==> src/hdl/sebas_consts.svh <==
// Purpose: constants for the servo enable / brake / alarm sequencer
// Assumes: 250 MHz clock, 1 ms tick
// Notes:   times in their own unit, cycle counts derived
`ifndef SEBAS_CONSTS_SVH
`define SEBAS_CONSTS_SVH
`define SEBAS_CLK_MHZ         250
`define SEBAS_TICK_US         1000
`define SEBAS_TICK_CYC        (`SEBAS_TICK_US * `SEBAS_CLK_MHZ)
`define SEBAS_UNIT_10MS       16'h000a
`define SEBAS_ON_DLY_RST      16'h0000
`define SEBAS_ON_DLY_MAX      16'h07d0
`define SEBAS_OFF_DLY_RST     16'h0000
`define SEBAS_OFF_DLY_MAX     16'h01f4
`define SEBAS_SPD_LVL_RST     16'h0064
`define SEBAS_SPD_LVL_MIN     16'h000a
`define SEBAS_SPD_LVL_MAX     16'h0064
`define SEBAS_TMO_RST         16'h0032
`define SEBAS_TMO_MIN         16'h000a
`define SEBAS_TMO_MAX         16'h0064
`define SEBAS_MAX_SPEED_RST   16'h0bb8
// register offsets (word index)
`define SEBAS_REG_ON_DLY      4'h0
`define SEBAS_REG_OFF_DLY     4'h1
`define SEBAS_REG_SPD_LVL     4'h2
`define SEBAS_REG_TMO         4'h3
`define SEBAS_REG_CTRL        4'h4
`define SEBAS_REG_STATUS      4'h5
`define SEBAS_REG_IRQ_STAT    4'h6
`define SEBAS_REG_IRQ_EN      4'h7
`define SEBAS_REG_IRQ_CLR     4'h8
`define SEBAS_REG_MAX_SPEED   4'h9
// ctrl fields
`define SEBAS_CTRL_SRC        0
`define SEBAS_CTRL_PANEL_CLR  1
// interrupt event bits
`define SEBAS_EV_ALARM        0
`define SEBAS_EV_ENERGIZE     1
`define SEBAS_EV_BRAKE        2
`define SEBAS_EV_OFF          3
`define SEBAS_EV_W            4
`endif

==> src/hdl/sebas_pkg.sv <==
// Purpose: types for the servo enable / brake / alarm sequencer
// Assumes: constants come from sebas_consts.svh
// Notes:   one-hot sequencer states
package sebas_pkg;
  typedef enum logic [4:0]
  {
    SEBAS_OFF      = 5'b00001, // motor not driven, brake applied
    SEBAS_ON_WAIT  = 5'b00010, // enable seen, waiting on-delay
    SEBAS_RUN      = 5'b00100, // motor driven, brake released
    SEBAS_STOP_RUN = 5'b01000, // servo off while rotating
    SEBAS_HOLD     = 5'b10000  // brake applied, drive held
  } sebas_state_type;
endpackage : sebas_pkg

==> src/hdl/sebas_seq.sv <==
// Purpose: servo enable, holding brake interlock and alarm sequencer
// Assumes: inputs synchronous to clk; speed is rpm magnitude
// Notes:   registers over Avalon-MM, one read-wait cycle
//
// Contract
// RULE1 - after enable, wait programmable 0-2000 ms before energizing motor
// RULE2 - at standstill, brake applied, then hold drive off-delay x10 ms
// RULE3 - running-brake speed threshold in rpm, 10-100, default 100
// RULE4 - running-brake timeout in 10 ms units, 10-100, default 50
// RULE5 - servo off while rotating: apply brake when speed below threshold
// RULE6 - servo off while rotating: apply brake also when timeout expires
// RULE7 - threshold above maximum motor speed uses maximum motor speed
// RULE8 - running-brake timing applies to enable deassert and to alarm
// RULE9 - alarm removes motor drive immediately, no brake delay
// RULE10 - alarm output low when normal, high in alarm state
// RULE11 - alarm clear input low clears alarm; high leaves it unchanged
// RULE12 - alarm state cleared by control power removal, i.e. reset
// RULE13 - operator panel can also clear the alarm state
// RULE14 - enable low means servo on, high forces servo off
// RULE15 - enable source 1 ignores the input, servo always on
// RULE16 - host should use references, not enable, to start and stop
// RULE17 - brake output low releases brake, high applies it
// RULE18 - servo off on enable deassert, alarm, or power removal
// RULE19 - delays counted on a 1 ms tick, 10 ms settings times ten
//
// The implementer's own choices: the Avalon-MM slave port and the register addresses.
`timescale 1ns/1ns
`include "sebas_consts.svh"
module sebas_seq
(
  // clock and reset
  input  wire logic        clk,
  input  wire logic        reset,
  // avalon-mm slave
  input  wire logic [3:0]  address,
  input  wire logic        read,
  input  wire logic        write,
  input  wire logic [31:0] writedata,
  output logic      [31:0] readdata,
  output logic             waitrequest,
  // drive side
  input  wire logic        servo_enable_n,
  input  wire logic        alarm_detect,
  input  wire logic [15:0] motor_speed,
  input  wire logic        alarm_clear_in,
  input  wire logic        panel_clear,
  output logic             motor_energize,
  output logic             brake_interlock_out,
  output logic             alarm_out,
  output logic             irq
);

  //--------------------------------------------------------------------
  // state
  //--------------------------------------------------------------------
  typedef struct packed
  {
    // sequencer and its timers
    sebas_pkg::sebas_state_type     st;
    logic [17:0]                    tick_cnt;
    logic [15:0]                    ms_cnt;
    logic [15:0]                    stop_cnt;
    // settings
    logic [15:0]                    servo_on_delay;
    logic [15:0]                    brake_to_off_delay;
    logic [15:0]                    running_brake_speed_level;
    logic [15:0]                    running_brake_timeout;
    logic [15:0]                    max_speed;
    logic                           enable_source_select;
    // alarm latch and interrupt state
    logic                           alarm;
    logic [`SEBAS_EV_W-1:0]         irq_stat;
    logic [`SEBAS_EV_W-1:0]         irq_en;
    // bus handshake
    logic                           rd_pend;
    // registered outputs
    logic [31:0]                    readdata;
    logic                           waitrequest;
    logic                           motor_energize;
    logic                           brake_interlock_out;
    logic                           alarm_out;
    logic                           irq;
  } sebas_regs_type;

  sebas_regs_type r;
  sebas_regs_type next_r;

  //--------------------------------------------------------------------
  // helpers
  //--------------------------------------------------------------------
  // clamp a written value into a setting range
  function automatic logic [15:0] sebas_clamp
  (
    input logic [15:0] v,
    input logic [15:0] lo,
    input logic [15:0] hi
  );
    logic [15:0] res;
    res = v;
    if (v < lo)
      res = lo;
    if (v > hi)
      res = hi;
    return res;
  endfunction : sebas_clamp

  // 10 ms settings expressed in ms
  function automatic logic [15:0] sebas_x10(input logic [15:0] v);
    logic [19:0] p;
    p = 20'(v) * 20'(`SEBAS_UNIT_10MS);
    return p[15:0];
  endfunction : sebas_x10

  // effective brake speed level, never above the motor's top speed
  function automatic logic [15:0] sebas_eff_level
  (
    input logic [15:0] level,
    input logic [15:0] top
  );
    return (level > top) ? top : level;
  endfunction : sebas_eff_level

  // status word: alarm, brake, energize, then the one-hot state
  function automatic logic [31:0] sebas_status_word
  (
    input sebas_pkg::sebas_state_type st,
    input logic                       energize,
    input logic                       brake,
    input logic                       alarm
  );
    return {24'h000000, alarm, brake, energize, st};
  endfunction : sebas_status_word

  //--------------------------------------------------------------------
  // next state
  //--------------------------------------------------------------------
  // decode of the current cycle
  logic        tick;
  logic        want_on;
  logic        rotating;
  logic        clr_alarm;
  logic [15:0] eff_lvl;
  logic [`SEBAS_EV_W-1:0] ev;
  logic [`SEBAS_EV_W-1:0] clr_bits;
  logic        acc;

  always_comb
  begin
    next_r = r;
    ev = '0;
    clr_bits = '0;
    // a write commits at the edge where waitrequest is sampled low
    acc = write && !r.waitrequest;
    // 1 ms tick from the system clock
    tick = (r.tick_cnt == 18'(`SEBAS_TICK_CYC - 1)); // RULE19
    next_r.tick_cnt = tick ? 18'h00000 : r.tick_cnt + 18'h00001;
    // effective enable: source select overrides the input
    want_on = r.enable_source_select | ~servo_enable_n; // RULE14 RULE15
    // clamp threshold to the maximum motor speed
    eff_lvl = sebas_eff_level(r.running_brake_speed_level,
                              r.max_speed); // RULE7
    rotating = (motor_speed >= eff_lvl); // RULE3
    // alarm latch: detect sets, clear input or panel clears
    clr_alarm = ~alarm_clear_in | panel_clear | // RULE11 RULE13
                (acc && write && address == `SEBAS_REG_CTRL &&
                 writedata[`SEBAS_CTRL_PANEL_CLR]);
    if (clr_alarm)
      next_r.alarm = 1'b0;
    if (alarm_detect)
      next_r.alarm = 1'b1; // set wins over clear
    if (alarm_detect && !r.alarm)
      ev[`SEBAS_EV_ALARM] = 1'b1;
    // delay and timeout counters run down on the tick
    if (tick && r.ms_cnt != 16'h0000)
      next_r.ms_cnt = r.ms_cnt - 16'h0001; // RULE19
    if (tick && r.stop_cnt != 16'h0000)
      next_r.stop_cnt = r.stop_cnt - 16'h0001;

    // sequencer
    unique case (r.st)
      // idle: brake applied, motor not driven
      sebas_pkg::SEBAS_OFF:
      begin
        next_r.motor_energize = 1'b0;
        next_r.brake_interlock_out = 1'b1; // RULE17
        if (want_on && !next_r.alarm)
        begin
          next_r.st = sebas_pkg::SEBAS_ON_WAIT;
          next_r.ms_cnt = r.servo_on_delay; // RULE1
        end
      end
      // on-delay running; dropping enable or an alarm aborts
      sebas_pkg::SEBAS_ON_WAIT:
      begin
        if (!want_on || next_r.alarm)
          next_r.st = sebas_pkg::SEBAS_OFF; // RULE18
        else if (r.ms_cnt == 16'h0000)
        begin
          next_r.st = sebas_pkg::SEBAS_RUN;
          next_r.motor_energize = 1'b1; // RULE1
          next_r.brake_interlock_out = 1'b0; // RULE17
          ev[`SEBAS_EV_ENERGIZE] = 1'b1;
        end
      end
      // servo on; an off request leaves, the speed picks the path
      sebas_pkg::SEBAS_RUN:
      begin
        if (next_r.alarm || !want_on) // RULE18
        begin
          ev[`SEBAS_EV_OFF] = 1'b1;
          if (next_r.alarm)
            next_r.motor_energize = 1'b0; // RULE9
          if (rotating)
          begin
            // servo off during rotation, by enable or alarm
            next_r.st = sebas_pkg::SEBAS_STOP_RUN; // RULE8
            next_r.motor_energize = 1'b0;
            next_r.stop_cnt = sebas_x10(r.running_brake_timeout); // RULE4
          end
          else
          begin
            next_r.st = sebas_pkg::SEBAS_HOLD;
            next_r.brake_interlock_out = 1'b1; // RULE2
            ev[`SEBAS_EV_BRAKE] = 1'b1;
            next_r.ms_cnt = sebas_x10(r.brake_to_off_delay); // RULE2
          end
        end
      end
      sebas_pkg::SEBAS_STOP_RUN:
      begin
        // brake on speed drop or timeout, whichever first
        if (!rotating || r.stop_cnt == 16'h0000) // RULE5 RULE6
        begin
          next_r.brake_interlock_out = 1'b1;
          ev[`SEBAS_EV_BRAKE] = 1'b1;
          next_r.st = sebas_pkg::SEBAS_OFF;
        end
      end
      sebas_pkg::SEBAS_HOLD:
      begin
        // drive held until off-delay ends; alarm cuts at once
        if (next_r.alarm)
          next_r.motor_energize = 1'b0; // RULE9
        if (r.ms_cnt == 16'h0000 || next_r.alarm)
        begin
          next_r.motor_energize = 1'b0;
          next_r.st = sebas_pkg::SEBAS_OFF;
        end
      end
    endcase
    next_r.alarm_out = next_r.alarm; // RULE10

    // register bus: waitrequest drops for one cycle once a write is
    // seen, or on the cycle after a read, when its data stand
    next_r.rd_pend = read && !r.rd_pend;
    next_r.waitrequest = 1'b1;
    if (write && r.waitrequest)
      next_r.waitrequest = 1'b0;
    if (read && !r.rd_pend)
      next_r.waitrequest = 1'b0;

    // settings writes; delays, speed level and timeout clamped into their ranges, max speed taken as written
    if (acc)
    begin
      unique case (address)
        `SEBAS_REG_ON_DLY:
          next_r.servo_on_delay = sebas_clamp(writedata[15:0],
            16'h0000, `SEBAS_ON_DLY_MAX);
        `SEBAS_REG_OFF_DLY:
          next_r.brake_to_off_delay = sebas_clamp(writedata[15:0],
            16'h0000, `SEBAS_OFF_DLY_MAX);
        `SEBAS_REG_SPD_LVL:
          next_r.running_brake_speed_level = sebas_clamp(
            writedata[15:0], `SEBAS_SPD_LVL_MIN, `SEBAS_SPD_LVL_MAX);
        `SEBAS_REG_TMO:
          next_r.running_brake_timeout = sebas_clamp(writedata[15:0],
            `SEBAS_TMO_MIN, `SEBAS_TMO_MAX);
        `SEBAS_REG_CTRL:
          next_r.enable_source_select = writedata[`SEBAS_CTRL_SRC];
        `SEBAS_REG_IRQ_EN:
          next_r.irq_en = writedata[`SEBAS_EV_W-1:0];
        `SEBAS_REG_IRQ_CLR:
          clr_bits = writedata[`SEBAS_EV_W-1:0];
        `SEBAS_REG_MAX_SPEED:
          next_r.max_speed = writedata[15:0];
        default:
          next_r.max_speed = r.max_speed; // unmapped: ignored
      endcase
    end

    // readback, loaded on the first cycle of a read
    next_r.readdata = 32'h00000000;
    if (read && !r.rd_pend)
    begin
      unique case (address)
        `SEBAS_REG_ON_DLY:    next_r.readdata = {16'h0000, r.servo_on_delay};
        `SEBAS_REG_OFF_DLY:
          next_r.readdata = {16'h0000, r.brake_to_off_delay};
        `SEBAS_REG_SPD_LVL:
          next_r.readdata = {16'h0000, r.running_brake_speed_level};
        `SEBAS_REG_TMO:
          next_r.readdata = {16'h0000, r.running_brake_timeout};
        `SEBAS_REG_CTRL:
          next_r.readdata = {31'h00000000, r.enable_source_select};
        `SEBAS_REG_STATUS:
          next_r.readdata = sebas_status_word(r.st, r.motor_energize,
                                              r.brake_interlock_out, r.alarm);
        `SEBAS_REG_IRQ_STAT:
          next_r.readdata = {28'h0000000, r.irq_stat};
        `SEBAS_REG_IRQ_EN:
          next_r.readdata = {28'h0000000, r.irq_en};
        `SEBAS_REG_MAX_SPEED:
          next_r.readdata = {16'h0000, r.max_speed};
        default:
          next_r.readdata = 32'h00000000;
      endcase
    end

    // sticky events, set wins over clear
    next_r.irq_stat = (r.irq_stat & ~clr_bits) | ev;
    next_r.irq = |(next_r.irq_stat & next_r.irq_en);
  end

  //--------------------------------------------------------------------
  // registers; power-on reset clears the alarm
  //--------------------------------------------------------------------
  always_ff @(posedge clk or posedge reset)
  begin
    if (reset)
    begin
      r <= '0;
      r.st <= sebas_pkg::SEBAS_OFF;
      r.servo_on_delay <= `SEBAS_ON_DLY_RST;
      r.brake_to_off_delay <= `SEBAS_OFF_DLY_RST;
      r.running_brake_speed_level <= `SEBAS_SPD_LVL_RST;
      r.running_brake_timeout <= `SEBAS_TMO_RST;
      r.max_speed <= `SEBAS_MAX_SPEED_RST;
      r.brake_interlock_out <= 1'b1; // RULE17
      r.alarm <= 1'b0; // RULE12
      r.waitrequest <= 1'b1;
    end
    else
      r <= next_r;
  end

  // outputs straight from flip-flops
  assign readdata = r.readdata;
  assign waitrequest = r.waitrequest;
  assign motor_energize = r.motor_energize;
  assign brake_interlock_out = r.brake_interlock_out;
  assign alarm_out = r.alarm_out;
  assign irq = r.irq;

endmodule : sebas_seq

==> config.mk <==
export PLATFORM = sky130hd
export DESIGN_NAME = sebas_seq
export DESIGN_NICKNAME = d
export VERILOG_FILES = /design/src/hdl/sebas_pkg.sv /design/src/hdl/sebas_seq.sv
export VERILOG_INCLUDE_DIRS = /design/src /design/src/hdl
export SDC_FILE = /design/constraint.sdc
export NUM_CORES = 1
export LEC_CHECK = 0
export ABC_AREA = 0
export BUFFER_PORTS_ARGS = -buffer_cell sky130_fd_sc_hd__buf_4
export CORE_ASPECT_RATIO = 0.75
export CORE_MARGIN = 4
export CORE_UTILIZATION = 62
export CTS_BUF_LIST = sky130_fd_sc_hd__clkbuf_4
export CTS_CLUSTER_DIAMETER = 50
export DETAILED_ROUTE_END_ITERATION = 8
export HOLD_SLACK_MARGIN = 0.12
export PLACE_DENSITY = 0.83
export SYNTH_ARGS = -nofsm -noshare
export SYNTH_HDL_FRONTEND = slang
export SYNTH_SLANG_ARGS = --single-unit
==> constraint.sdc <==
create_clock -name clk -period 6.05 [get_ports clk]
set_input_delay 0 -clock clk [delete_from_list [all_inputs] [get_ports clk]]
set_output_delay 0 -clock clk [all_outputs]
set_load 0.05 [all_outputs]
==> results of run 1 <==
-- cell families after synthesis --
| group | synth area share |
|---|---|
| simple gates | 0.172 |
| compound gates | 0.129 |
| flops | 0.394 |
| buf+inv | 0.0520 |
| mux | 0.0953 |
| fa+ha+maj | 0.101 |
| xor+xnor | 0.0563 |
| other cells | 0.000354 |
-- flip-flops by register name, summed over array words and instances (netlist names) --
register,flops
r,145
readdata,16
alarm_out,1
brake_interlock_out,1
irq,1
motor_energize,1
waitrequest,1
-- placed cells by master, fill, tap and decap left out, types with 18 or more instances in the layout --
cell	count
mux2_2	26
nor3_1	22
xor2_1	30
and2_1	37
dlygate4sd3_1	33
buf_4	70
inv_1	33
ha_1	82
clkbuf_4	18
nand2_1	82
o21ai_0	51
nand3_1	25
xnor2_1	38
dfrtp_1	150
mux2i_1	46
a21oi_1	28
nor2_1	77
-- worst min-delay path by stage --
stage	from	end	slack, ps	cells past startpoint
after floorplan	write	waitrequest	50	1
after global placement	write	waitrequest	150	2
after detailed placement	write	waitrequest	160	2
after CTS	panel_clear	r[45]	140	6
after global routing	writedata[13]	r[61]	140	3
final	panel_clear	r[45]	150	6
-- through the flow --
step / hold WS (ps) / instance area, um2
global placement: 153 / 11000
floorplan: 52.2 / 10600
CTS: 140 / 11600
detailed placement: 161 / 11000
global route: 144 / 11600
finish: 154 / 11600
-- cell type report --
| class | count | area [um2] | area share |
|---|---|---|---|
| sequential | 166 | 4170 | 0.359 |
| clock inverter | 14 | 150 | 0.0129 |
| timing repair buffer | 103 | 856 | 0.0735 |
| multi-input combinational | 801 | 5920 | 0.509 |
| tap | 215 | 269 | 0.0231 |
| inverter | 34 | 133 | 0.0114 |
| clock buffer | 18 | 135 | 0.0116 |
-- repair_timing --
action / CTS / global route
hold endpoints to repair: 172 / 0
hold buffers: 33 / 0
buffers inserted: 0 / 0
-- power breakdown --
part           switching, mW  internal, mW
sequential             0.205          1.29
combinational          0.582         0.454
clock                  0.421         0.252
-- worst max-delay path, cell delays in order, from the launching register on --
cell     delay (ps)
dfstp_2         590
inv_1            50
ha_1            300
and3_1          220
a221o_1         300
a31oi_1         220
o21ai_0         160
o21ai_2         420
buf_4           290
mux2i_1         100
ha_1            310
nand2_1          60
nor2_1          490
nand2_1         190
o21ai_0         450
or4b_4          710
mux2_4          350
-- routing by layer --
layer,vias to the layer above,wire (um),global-route usage
met5,-,0,0
met4,0,397,0.0726
met3,41,2620,0.0805
li1,3918,-,-
met1,4231,12300,0.425
met2,423,12200,0.436
==> out/summary.txt, run 1 <==
initial DRC count -> 890
Final Critical Period -> 5320 ps
critical path fanouts, max -> 17
largest area contributor in the netlist -> dfrtp_1
drt drc -> 0
final wirelength -> 27,500 um
Core Util, Final -> 0.694
die extent in x -> 159 um
Post-Layout Cell Count -> 1,351
first-pass GRT wire length -> 44,700 um
pin count of the biggest net entering global routing -> 88
deepest clock path buffer count -> 2
Max-Cap Viols -> 0
Hold Vio Cnt, Final -> 0
CP endpoint -> r[133]
final antenna-violating net count -> 0
worst r2r path cells -> 16
clk sinks -> 166
final setup margin -> 731 ps
Clock Tree Root -> clkbuf_4
Clock transition at path regs -> 150 ps
initial antenna violation count -> 0
Tightest Pin Transition -> 1100 ps
pwr/cell area -> 275 nW/um2
most instantiated cells after synthesis -> dfrtp_1 (150), ha_1 (82), nand2_1 (82)
Worst Setup End Kind -> register
via count -> 8,613
Slew headroom -> 0.262
vias in the first global route -> 8,341
pre-CTS setup slack -> 979 ps
layout cells sized above 1 -> 0.151
crit path kind -> register to register
GPL Wtd Cong -> 0.957
f_max -> 0.188 GHz
post-synthesis cell count -> 1,060
Num CTS Buffers -> 17
Filler cells -> 1,242
count leader, synth -> dfrtp_1
Ports -> 97
Pins Over Slew Limit -> 0
grt total ovfl -> 0
synth unique cells -> 75
post_cts resized -> 0
R2R Setup Slk -> 730 ps
Synth area leaders -> dfrtp_1 (35%), ha_1 (9.7%), mux2i_1 (4.4%)
Port Buffers -> 64
Area growth, synth to finish -> 9.99%
CP Launch Type -> register
Synthesis Warnings -> 0
Worst Setup SP -> r[53]
gr usage total -> 0.292
initial core utilization -> 0.631
# H-tree levels -> 4
critical path arrival -> 5790 ps
worst r2r dst -> r[133]
Synth Cell Area -> 10,600 um2
clock skew -> 24.4 ps
Mapped Avg Cell Area -> 9.98 um2
required time of the critical path -> 6520 ps
worst hold path class -> primary input to register
Core Area -> 16,800 um2
Synth async-reset ratio -> 1.00
outcome -> finished clean
Yosys reg bits -> 166
placed cell count -> 1,286
overall die height -> 121 um
setup TNS -> 0 ps
Rows -> 41
Routed wire per std cell -> 20.4 um
Main synth FF type -> dfrtp_1
n_diodes -> 0
clk_lat worst skew -> 590 ps
TritonRoute pass-1 iters -> 8
register area share after synthesis -> 0.394
maximum vdd drop -> 0.000149 V
total power -> 3.21 mW
vias per cell -> 6.38
die footprint -> 19,200 um2
top-area cell type share of the netlist area -> 0.355
final period utilization -> 0.879
post-detailed-placement half-perimeter wirelength -> 20,400 um
worst reg2reg startpoint -> r[53]
RSZ-0062 raised after global routing -> false
CTS tree -> built
Setup Viol. Count Final -> 0
Final #Nets -> 1,267
Post-synth EDFFs -> 0
Leakage -> 5.39 nW
No activity file was read; power rests on OpenSTA's default activity.
==> run 2: changes to the inputs <==
==> constraint.sdc (replaced) <==
create_clock -name clk -period 6.05 [get_ports clk]
set_input_delay 0.9075 -clock clk [delete_from_list [all_inputs] [get_ports clk]]
set_output_delay 0.9075 -clock clk [all_outputs]
set_load 0.05 [all_outputs]
==> out/summary.txt, run 2 (synthesis gave the netlist of run 1 again) <==
CP Cell Sequence -> inv_1 > ha_1 > and3_1 > a221o_1 > a31oi_1 > o21ai_0 > o21ai_2 > buf_4 > mux2_2 > ha_1 > nand2b_1 > a211oi_1 > o21bai_1 > a21oi_1 > o21ai_0 > or4b_4 > mux2_4 (was inv_1 > ha_1 > and3_1 > a221o_1 > a31oi_1 > o21ai_0 > o21ai_2 > buf_4 > mux2i_1 > ha_1 > nand2_1 > nor2_1 > nand2_1 > o21ai_0 > or4b_4 > mux2_4)
crit path kind -> register to register (unchanged)
cts hold-fix bufs -> 0 (was 33)
clock skew -> 24.2 ps (was 24.4 ps)
n_diodes -> 0 (unchanged)
Post-Layout Cell Count -> 1,318 (was 1,351)
required time of the critical path -> 6520 ps (about the same)
final antenna-violating net count -> 0 (unchanged)
critical path arrival -> 5680 ps (was 5790 ps)
Final Critical Period -> 5220 ps (was 5320 ps)
Max-Cap Viols -> 0 (unchanged)
footprint of the multi-input gates -> 5920 um2 (unchanged)
vias in the first global route -> 8,186 (was 8,341)
Hold Vio Cnt, Final -> 0 (unchanged)
die footprint -> 19,200 um2 (unchanged)
final period utilization -> 0.862 (was 0.879)
most common cell after layout, fill and taps aside -> dfrtp_1 (unchanged)
f_max -> 0.192 GHz (was 0.188 GHz)
final wirelength -> 26,700 um (was 27,500 um)
clk sinks -> 166 (unchanged)
gr usage total -> 0.283 (was 0.292)
worst hold path class -> register to register (was primary input to register)
die extent in x -> 159 um (unchanged)
setup TNS -> 0 ps (unchanged)
vias per cell -> 6.40 (was 6.38)
hold slack -> 447 ps (was 154 ps)
Routed wire per std cell -> 20.2 um (was 20.4 um)
critical path fanouts, max -> 17 (unchanged)
Port Buffers -> 64 (unchanged)
Core Area -> 16,800 um2 (unchanged)
RSZ-0062 raised after global routing -> false (unchanged)
maximum vdd drop -> 0.000136 V (was 0.000149 V)
drt drc -> 0 (unchanged)
TritonRoute pass-1 iters -> 5 (was 8)
post-detailed-placement half-perimeter wirelength -> 20,100 um (was 20,400 um)
initial DRC count -> 831 (was 890)
Slowest-stage cell, CP -> or4b_4 (unchanged)
Area growth, synth to finish -> 6.82% (was 9.99%)
Filler cells -> 1,272 (was 1,242)
Biggest register -> r (unchanged)
max reg flops -> 145 (unchanged)
grt total ovfl -> 0 (unchanged)
Clock Tree Root -> clkbuf_4 (unchanged)
post_cts resized -> 0 (unchanged)
layout cells sized above 1 -> 0.154 (was 0.151)
Ports -> 97 (unchanged)
pre-CTS setup slack -> 1040 ps (was 979 ps)
Worst Setup End Kind -> register (unchanged)
Slew headroom -> 0.233 (was 0.262)
Tightest Pin Transition -> 1150 ps (was 1100 ps)
outcome -> finished clean (unchanged)
initial core utilization -> 0.631 (unchanged)
overall die height -> 121 um (unchanged)
pwr/cell area -> 281 nW/um2 (was 275 nW/um2)
deepest clock path buffer count -> 2 (unchanged)
Num CTS Buffers -> 17 (unchanged)
Leakage -> 5.26 nW (was 5.39 nW)
clk_lat worst skew -> 590 ps (about the same)
# H-tree levels -> 4 (unchanged)
post-CTS setup buffers -> 0 (unchanged)
first-pass GRT wire length -> 43,500 um (was 44,700 um)
Rows -> 41 (unchanged)
pin count of the biggest net entering global routing -> 106 (was 88)
via count -> 8,440 (was 8,613)
register area -> 4170 um2 (unchanged)
final setup margin -> 833 ps (was 731 ps)
GPL Wtd Cong -> 0.960 (was 0.957)
placed cell count -> 1,286 (unchanged)
CP max stage delay -> 710 ps (about the same)
initial antenna violation count -> 0 (unchanged)
Clock transition at path regs -> 150 ps (about the same)
Final #Nets -> 1,234 (was 1,267)
CTS tree -> built (unchanged)
CP Launch Type -> register (unchanged)
commonest non-fill, non-tap cells in the layout -> dfrtp_1 (150), nand2_1 (82), ha_1 (82), nor2_1 (77), buf_4 (70) (unchanged)
Pins Over Slew Limit -> 0 (unchanged)
Setup Viol. Count Final -> 0 (unchanged)
[run 2: cell types whose count changed in the layout (fill, tap and decap cells not counted)]
cell / previous run / this run
clkinv_2: 1 / 2
clkinv_1: 1 / 2
clkinvlp_4: 5 / 3
clkbuf_4: 18 / 17
dlygate4sd3_1: 33 / 0
clkinv_4: 1 / 2
[run 2: through the flow]
stage	power [mW]	cell area (um2)	utilization
final	3.17	11300	0.674
after global routing	3.36	11300	0.674
after CTS	3.15	11300	0.674
after detailed placement	2.49	11000	0.657
after global placement	2.45	11000	0.657
after floorplan	2.23	10600	-
[run 2: path summary, 6_finish.rpt]
check | start | end | slack (ps) | cells past startpoint
max | r[53] | r[129] | 830 | 17
max in group asynchronous | reset | r[168] | 4220 | 3
min reg2reg | r[37] | r[37] | 450 | 1
max reg2reg | r[53] | r[129] | 830 | 17
min | r[37] | r[37] | 450 | 1
min in group asynchronous | reset | r[142] | 500 | 2
[run 2: cell type report]
| cell class | instances | share of cell area |
|---|---|---|
| Clock inverter | 15 | 0.0135 |
| Clock buffer | 17 | 0.0113 |
| Multi-Input combinational cell | 801 | 0.524 |
| Sequential cell | 166 | 0.369 |
| Tap cell | 215 | 0.0238 |
| Timing Repair Buffer | 70 | 0.0465 |
| Inverter | 34 | 0.0117 |
[run 2: report_power, final]
part / total (mW) / switching [mW] / internal [mW] / leakage [nW]
combinational: 1.01 / 0.576 / 0.437 / 2.99
clock: 0.667 / 0.420 / 0.247 / 0.144
sequential: 1.49 / 0.204 / 1.29 / 2.13
[run 2: per-layer routing]
layer / GRT usage / vias up / wire length (um)
li1: - / 3854 / -
met1: 0.421 / 4127 / 12200
met2: 0.410 / 420 / 11300
met3: 0.0798 / 39 / 2690
met4: 0.0759 / 0 / 513
met5: 0 / - / 0
[run 2: worst max-delay path: cells and delay by family, from the launching register on]
family | cells | cell delay (ps)
compound gates | 8 | 1950
simple gates | 3 | 1020
mux | 2 | 710
flops | 1 | 590
fa+ha+maj | 2 | 550
buf+inv | 2 | 260
